### config.mk
export PLATFORM = sky130hd
export DESIGN_NAME = bci_equip
export DESIGN_NICKNAME = d
export VERILOG_FILES = /design/src/bci_pkg.sv /design/src/bci_word_asm.sv /design/src/bci_equip.sv
export VERILOG_INCLUDE_DIRS = /design/src
export SDC_FILE = /design/constraint.sdc
export NUM_CORES = 1
export LEC_CHECK = 0
export ABC_AREA = 1
export BUFFER_PORTS_ARGS = -buffer_cell sky130_fd_sc_hd__buf_2
export CORE_ASPECT_RATIO = 0.6
export CORE_MARGIN = 1.5
export CORE_UTILIZATION = 45
export DETAILED_ROUTE_END_ITERATION = 8
export GPL_ROUTABILITY_DRIVEN = 0
export HOLD_SLACK_MARGIN = 0.15
export PLACE_DENSITY = 0.7
export SLEW_MARGIN = 10
export SYNTH_ARGS = -nofsm -noshare
export SYNTH_HDL_FRONTEND = slang
export SYNTH_SLANG_ARGS = --single-unit
### constraint.sdc
create_clock -name mclk -period 1.4 [get_ports mclk]
set_input_delay 0.14 -clock mclk [delete_from_list [all_inputs] [get_ports mclk]]
set_output_delay 0.14 -clock mclk [all_outputs]
set_load 0.03 [all_outputs]
### src/bci_cfg.svh
// constants for the buffer channel interface of an external equipment
//----------------------------------------------------------------------
// Function
// computer drives twelve function lines
// function lines shared; equipment checks own code
// channels one to seven, odd input
// select, buffer start, sense roles distinguished
// buffer words are forty-eight bits
// computer raises exactly one ready strobe
// equipment never acknowledges a function code
// sense response only when condition present
// interrupt on completion once select enabled
// computer keeps per-channel buffer control word
// three storage references per buffered word
// input buffer active starts selected equipment
// equipment packs words, waits input resume
// input active drop clears equipment control
// equipment unpacks output word, returns resume
// output active drop halts and clears equipment
// computer scanner visits channels cyclically
// worst service within 200 microseconds
// computer should sense before select
// upper three bits equipment, lower nine operation
// sample only under strobe; hold select
//----------------------------------------------------------------------
`ifndef BCI_CFG_SVH
`define BCI_CFG_SVH

// function code layout
`define BCI_FN_W        12
`define BCI_EQ_MSB      11
`define BCI_EQ_LSB      9
`define BCI_OP_MSB      8
`define BCI_OP_LSB      0
`define BCI_OP_W        9
// sense condition index sits in the low bits of the operation field
`define BCI_SNS_IDX_W   3
`define BCI_SNS_HI_MSB  8
`define BCI_SNS_HI_LSB  3

// operation that arms the completion interrupt
`define BCI_OP_INT_EN   9'h004

// word and character layout
`define BCI_WORD_W      48
`define BCI_CHAR_W      6

// reset values
`define BCI_OP_RST      9'h000
`define BCI_EQ_RST      3'h0

`endif

### src/bci_pkg.sv
// types shared by the buffer channel interface files
`include "bci_cfg.svh"

package bci_pkg;

    // output word disassembly states
    typedef enum logic {
        BCI_OUT_IDLE,
        BCI_OUT_SHIFT
    } bci_ostate_t;

endpackage : bci_pkg

### src/bci_word_asm.sv
// character-to-word assembler for the input channel
`timescale 1ns/100ps
`default_nettype none
`include "bci_cfg.svh"

module bci_word_asm
    import bci_pkg::*;
#(
    parameter int WORD_W = `BCI_WORD_W,
    parameter int CHAR_W = `BCI_CHAR_W
) (
    input  wire logic              mclk,        // system clock
    input  wire logic              rst_n,       // sync reset, active low
    input  wire logic              enable,      // input buffer active
    input  wire logic [CHAR_W-1:0] char_in,     // character from the medium
    input  wire logic              char_valid,  // character offered
    output var  logic              char_ready,  // character can be taken
    input  wire logic              word_take,   // computer stored the word
    output var  logic [WORD_W-1:0] word,        // assembled word
    output var  logic              word_full    // word presented
);

    localparam int CHARS = WORD_W / CHAR_W;
    localparam int CNT_W = $clog2(CHARS + 1);

    logic [CNT_W-1:0] count;

    //------------------------------------------------------------
    // next-state decode
    //------------------------------------------------------------
    wire char_take  = char_valid && char_ready;
    wire last_char  = char_take && (count == CNT_W'(CHARS - 1));
    // set wins over take so a finished word is never lost
    wire next_full  = enable && (last_char || (word_full && !word_take));
    wire next_ready = enable && !next_full;

    // shift in at the bottom so the first character ends at the top, clear on inactive
    always_ff @(posedge mclk) begin
        if (!rst_n || !enable) begin
            count      <= '0;
            word       <= '0;
            word_full  <= 1'b0;
            char_ready <= 1'b0;
        end else begin
            if (char_take) begin
                word  <= {word[WORD_W-CHAR_W-1:0], char_in};
                count <= last_char ? '0 : count + CNT_W'(1);
            end
            word_full  <= next_full;
            char_ready <= next_ready;
        end
    end

endmodule : bci_word_asm
`default_nettype wire

### src/bci_equip.sv
// external equipment end of a computer buffer channel
`timescale 1ns/100ps
`default_nettype none
`include "bci_cfg.svh"

module bci_equip
    import bci_pkg::*;
#(
    parameter int WORD_W = `BCI_WORD_W,
    parameter int CHAR_W = `BCI_CHAR_W
) (
    input  wire logic              mclk,              // 10 MHz clock
    input  wire logic              rst_n,             // sync reset, active low
    // function channel from the computer
    input  wire logic [11:0]       external_function_code, // shared lines
    input  wire logic              in_func_ready,     // input select strobe
    input  wire logic              out_func_ready,    // output select strobe
    input  wire logic              in_sense_ready,    // input sense strobe
    input  wire logic              out_sense_ready,   // output sense strobe
    output var  logic              sense_response,    // condition present
    output var  logic              interrupt,         // completion interrupt
    // input information channel
    input  wire logic              in_buf_active,     // input buffer active
    output var  logic [WORD_W-1:0] input_word_holding_register, // word out
    output var  logic              in_data_ready,     // word presented
    input  wire logic              in_data_resume,    // word stored
    // output information channel
    input  wire logic              out_buf_active,    // output buffer active
    input  wire logic [WORD_W-1:0] output_word_register, // word in
    input  wire logic              out_data_ready,    // word offered
    output var  logic              out_data_resume,   // word accepted
    // equipment side
    input  wire logic [2:0]        equip_code_strap,  // own selection code
    input  wire logic [7:0]        in_sense_cond,     // input-side conditions
    input  wire logic [7:0]        out_sense_cond,    // output-side conditions
    input  wire logic              op_done,           // selected op finished
    output var  logic [8:0]        sel_in_op,         // stored input select
    output var  logic [8:0]        sel_out_op,        // stored output select
    output var  logic              sel_in_new,        // input select pulse
    output var  logic              sel_out_new,       // output select pulse
    input  wire logic [CHAR_W-1:0] char_in,           // character to pack
    input  wire logic              char_in_valid,     // character offered
    output var  logic              char_in_ready,     // character taken
    output var  logic [CHAR_W-1:0] char_out,          // unpacked character
    output var  logic              char_out_valid,    // character offered
    input  wire logic              char_out_ready     // character taken
);

    localparam int CHARS = WORD_W / CHAR_W;
    localparam int CNT_W = $clog2(CHARS + 1);

    logic [2:0]        equip_code;
    logic              int_armed;
    logic [WORD_W-1:0] out_word;
    logic [CNT_W-1:0]  out_count;
    logic              out_ready_prev;
    bci_ostate_t       ostate;
    bci_ostate_t       next_ostate;

    //------------------------------------------------------------
    // function code decode
    //------------------------------------------------------------
    // strap caught by the clock, never by the reset itself
    always_ff @(posedge mclk) begin
        if (!rst_n) equip_code <= `BCI_EQ_RST;
        else        equip_code <= equip_code_strap;
    end

    // every equipment sees every code; only a match is ours
    wire [2:0] fn_eq  = external_function_code[`BCI_EQ_MSB:`BCI_EQ_LSB];
    wire [8:0] fn_op  = external_function_code[`BCI_OP_MSB:`BCI_OP_LSB];
    wire       fn_hit = (fn_eq == equip_code);
    // lines are looked at only under a strobe
    wire sel_in_hit   = in_func_ready && fn_hit;
    wire sel_out_hit  = out_func_ready && fn_hit;
    wire sel_hit      = sel_in_hit || sel_out_hit;
    wire sns_hit      = (in_sense_ready || out_sense_ready) && fn_hit;
    wire [2:0] sns_idx = fn_op[`BCI_SNS_IDX_W-1:0];
    wire sns_legal    = (fn_op[`BCI_SNS_HI_MSB:`BCI_SNS_HI_LSB] == 6'h00);
    wire sns_cond     = in_sense_ready ? in_sense_cond[sns_idx]
                                       : out_sense_cond[sns_idx];
    wire next_sense   = sns_hit && sns_legal && sns_cond;
    wire arm_int      = sel_hit && (fn_op == `BCI_OP_INT_EN);
    wire fire_int     = op_done && int_armed;

    //------------------------------------------------------------
    // select storage, sense answer, interrupt
    //------------------------------------------------------------
    // stored select is kept until another select replaces it; no ack is
    // ever returned for a function code, only the sense answer
    always_ff @(posedge mclk) begin
        if (!rst_n) begin
            sel_in_op   <= `BCI_OP_RST;
            sel_out_op  <= `BCI_OP_RST;
            sel_in_new  <= 1'b0;
            sel_out_new <= 1'b0;
        end else begin
            if (sel_in_hit)  sel_in_op  <= fn_op;
            if (sel_out_hit) sel_out_op <= fn_op;
            sel_in_new  <= sel_in_hit;
            sel_out_new <= sel_out_hit;
        end
    end

    // sense answer stands one cycle after the strobe, nothing otherwise
    always_ff @(posedge mclk) begin
        if (!rst_n) sense_response <= 1'b0;
        else        sense_response <= next_sense;
    end

    // arming wins over the disarm caused by a firing in the same cycle;
    // the request stays until a later select clears it, set wins
    always_ff @(posedge mclk) begin
        if (!rst_n) begin
            int_armed <= 1'b0;
            interrupt <= 1'b0;
        end else begin
            int_armed <= arm_int || (int_armed && !fire_int);
            interrupt <= fire_int || (interrupt && !sel_hit);
        end
    end

    //------------------------------------------------------------
    // input channel: character packing
    //------------------------------------------------------------
    bci_word_asm #(
        .WORD_W (WORD_W),
        .CHAR_W (CHAR_W)
    ) u_asm (
        .mclk       (mclk),
        .rst_n      (rst_n),
        .enable     (in_buf_active),
        .char_in    (char_in),
        .char_valid (char_in_valid),
        .char_ready (char_in_ready),
        .word_take  (in_data_resume),
        .word       (input_word_holding_register),
        .word_full  (in_data_ready)
    );

    //------------------------------------------------------------
    // output channel: word disassembly
    //------------------------------------------------------------
    // only a fresh offer is taken, so a ready still high after our
    // resume is not mistaken for a second word
    wire out_offer  = out_buf_active && out_data_ready && !out_ready_prev;
    wire out_take   = (ostate == BCI_OUT_IDLE) && out_offer;
    wire char_taken = char_out_valid && char_out_ready;
    wire out_last   = char_taken && (out_count == CNT_W'(CHARS - 1));

    always_comb begin
        next_ostate = ostate;
        case (ostate)
            BCI_OUT_IDLE:  if (out_take) next_ostate = BCI_OUT_SHIFT;
            BCI_OUT_SHIFT: if (out_last) next_ostate = BCI_OUT_IDLE;
            default:       next_ostate = BCI_OUT_IDLE;
        endcase
        if (!out_buf_active) next_ostate = BCI_OUT_IDLE;
    end

    // first character leaves from the top of the word
    assign char_out = out_word[WORD_W-1 -: CHAR_W];

    always_ff @(posedge mclk) begin
        if (!rst_n) begin
            ostate         <= BCI_OUT_IDLE;
            out_ready_prev <= 1'b0;
        end else begin
            ostate         <= next_ostate;
            out_ready_prev <= out_data_ready;
        end
    end

    // word register, character count and the resume pulse
    always_ff @(posedge mclk) begin
        if (!rst_n || !out_buf_active) begin
            out_word        <= '0;
            out_count       <= '0;
            char_out_valid  <= 1'b0;
            out_data_resume <= 1'b0;
        end else begin
            out_data_resume <= out_take;
            if (out_take) begin
                out_word       <= output_word_register;
                out_count      <= '0;
                char_out_valid <= 1'b1;
            end else if (char_taken) begin
                out_word       <= {out_word[WORD_W-CHAR_W-1:0], {CHAR_W{1'b0}}};
                out_count      <= out_last ? '0 : out_count + CNT_W'(1);
                char_out_valid <= !out_last;
            end
        end
    end
endmodule : bci_equip
`default_nettype wire

==> summary.txt <==
HP Start: external_function_code[2]
Placed Instances: 1024
Leakage: 0.00338 µW
die span in y: 88.2 µm
number of max-cap violations: 0
Slew Limit Headroom: 76.1%
Synth Net Count: 822
detailed-route via count: 5681
fmax: 739 MHz
share of the synthesized area in the top cell type: 50.0%
crit path max-delay cell type: dlygate4sd3_1
Crit Path Category: in2reg
Final Hold Fails: 0
GRT Util Overall: 25.0%
R2R Setup Slk: 0.09 ns
part of the cycle the worst path needs: 96.7%
Post-Syn Area: 0.00544 mm²
pin count of the biggest net entering global routing: 52
setup slack after layout: 0.0463 ns
Root Buffer: clkbuf_16
CP startpoint kind: primary input
R2R depth: 5
Crit. path cell count: 7
# IOs: 178
cell family with most CP delay: buffers and inverters
PD cells: 1270 mW/mm²
Final setup viols: 0
Design Power: 10000 µW
max incr delay on CP: 0.54 ns
Worst Path Required: 1.75 ns
area grow syn2layout: 44.3%
worst-skew pair later-pin latency: 0.41 ns
clock skew: 0.00862 ns
status: complete, no violations
Synth Area per Inst: 7.54 µm²
total die area: 0.0128 mm²
synth top area cells: dfxtp_1, a21oi_1, o21ai_0
CP Cell Sequence: dlygate4sd3_1, buf_2, nand2_2, inv_1, nor2_2, nand2_1, a21oi_2
Cell Rows: 30
max-slew violations: 0
final net count: 1063
Initial Utilization: 47.2%
RSZ-0062 raised after global routing: true
CP endpoint: out_word[3]
clock-pin slew on the worst setup and hold paths: 0.06 ns
CP endpoint kind: register
worst r2r src: char_out_valid
clock sinks: 136
initial drt markers: 301
first-pass GRT wire length: 25500 µm
H-tree level count: 4
DR DRC count: 0
detailed placement HPWL: 9930 µm
core area: 0.0115 mm²
ANT cells: 0
Ys Warns: 0
routed len/inst: 13.9 µm
Worst Path Max Fanout: 8
dpl ws: 0.120 ns
maximum vdd ir drop: 921 µV
number of buffers created by CTS: 17
CP Launch Point: char_out_ready
vias in the first global route: 5365
WP buf/inv: 3
sequential area share after synthesis: 50.0%
Worst EP arrival: 1.71 ns
worst slew pin tran: 0.358 ns
Hold Path Class: in2reg
most common cell after layout, fill and taps aside: buf_2
Core Util, Final: 68.2%
antenna-violating nets left: 0
IO buf count: 177
initial antenna violation count: 0
Die X-Extent: 145 µm
Finished Layout Cells: 1136
worst r2r dst: out_word[19]
CTS tree: yes
Total Wirelength: 15700 µm
GRT overflow: 0
DRT Pass-1 Iters: 5
layout cells sized above 1: 25.3%
Via-to-Cell Ratio: 5.00
worst-case clock buffer depth: 2
most frequent cells in the layout: buf_2, dfxtp_1, nor2_1
Hold WS: 0.171 ns
Post-Syn Instances: 722
final critical path time including I/O delays and setup: 1.35 ns
Distinct cells, synth: 28
Yosys reg bits: 136
Synth area leader: dfxtp_1
metrics by stage:
stage | instance area (µm²) | setup TNS [ns]
after CTS | 7830 | 0
after floorplan | 5440 | 0
final | 7850 | 0
after global placement | 6390 | 0
after global routing | 7850 | -0.0227
after detailed placement | 6390 | 0
timing repair:
| action | CTS | global route |
|---|---|---|
| buffers inserted | 0 | 1 |
| gates resized for setup | 0 | 6 |
| endpoints found under the setup margin | 0 | 11 |
| endpoints found under the hold margin | 86 | 0 |
| hold buffers | 79 | 0 |
synthesized netlist by cell type (all sizes together):
master and number:
nand3 22, nor2 116, a21oi 114, xor2 1, ha 2, buf 31, o21ai 109, a31oi 3
nand4 2, nand2 112, clkinv 3, nor3 5, dfxtp 136, inv 45, a211oi 1, clkbuf 20
routing by layer:
layer	GRT usage, %	vias to the layer above	wire length [µm]
li1	-	2836	-
met1	31.9	2578	6940
met2	40.6	235	7200
met3	6.98	32	1290
met4	10.7	0	317
met5	0	-	0
worst min path at each step:
stage                      to  depth (start not counted)  slack, ns
2_1_floorplan  out_ready_prev                          2       0.23
3_3_place_gp    equip_code[0]                          3       0.32
3_5_place_dp    equip_code[0]                          3       0.33
4_1_cts        sense_response                          5       0.16
5_1_grt        sense_response                          5       0.19
6_report       sense_response                          5       0.17
cells by family after synthesis:
logic type | share of synthesized area, %
adders and majority gates | 0.460
AOI/OAI and AO/OA | 21.3
DFF | 50.0
and+or+nand+nor | 19.1
xor gates and xnor gates | 0.161
buffers and inverters | 8.92
where the power goes:
| part | leakage (µW) | switching, µW | internal (µW) |
|---|---|---|---|
| combinational | 0.00196 | 598 | 463 |
| clock | 0.000319 | 1730 | 3180 |
| sequential | 0.00110 | 62.9 | 3980 |
area by class of cell:
cell class | instances | area [µm²]
flip-flops and latches | 136 | 2720
inverters | 48 | 194
multi-input cells | 487 | 2240
well taps | 160 | 200
repair buffers | 273 | 1850
fillers | 937 | 3670
clock inverters | 14 | 221
clock buffers | 18 | 429
state kept, by name, indices dropped and copies added, names as in the netlist, 3 cells and up:
name	count
equip_code	3
u_asm.word	48
out_count	4
u_asm.count	4
out_word	48
sel_out_op	9
sel_in_op	9
worst min-delay path, cell delays in order:
cell     delay (ns)
buf_2          0.13
nand3_1        0.10
nand3_1        0.08
nand3_1        0.07
nor2_1         0.04
Power figures use the tool's default switching activity.
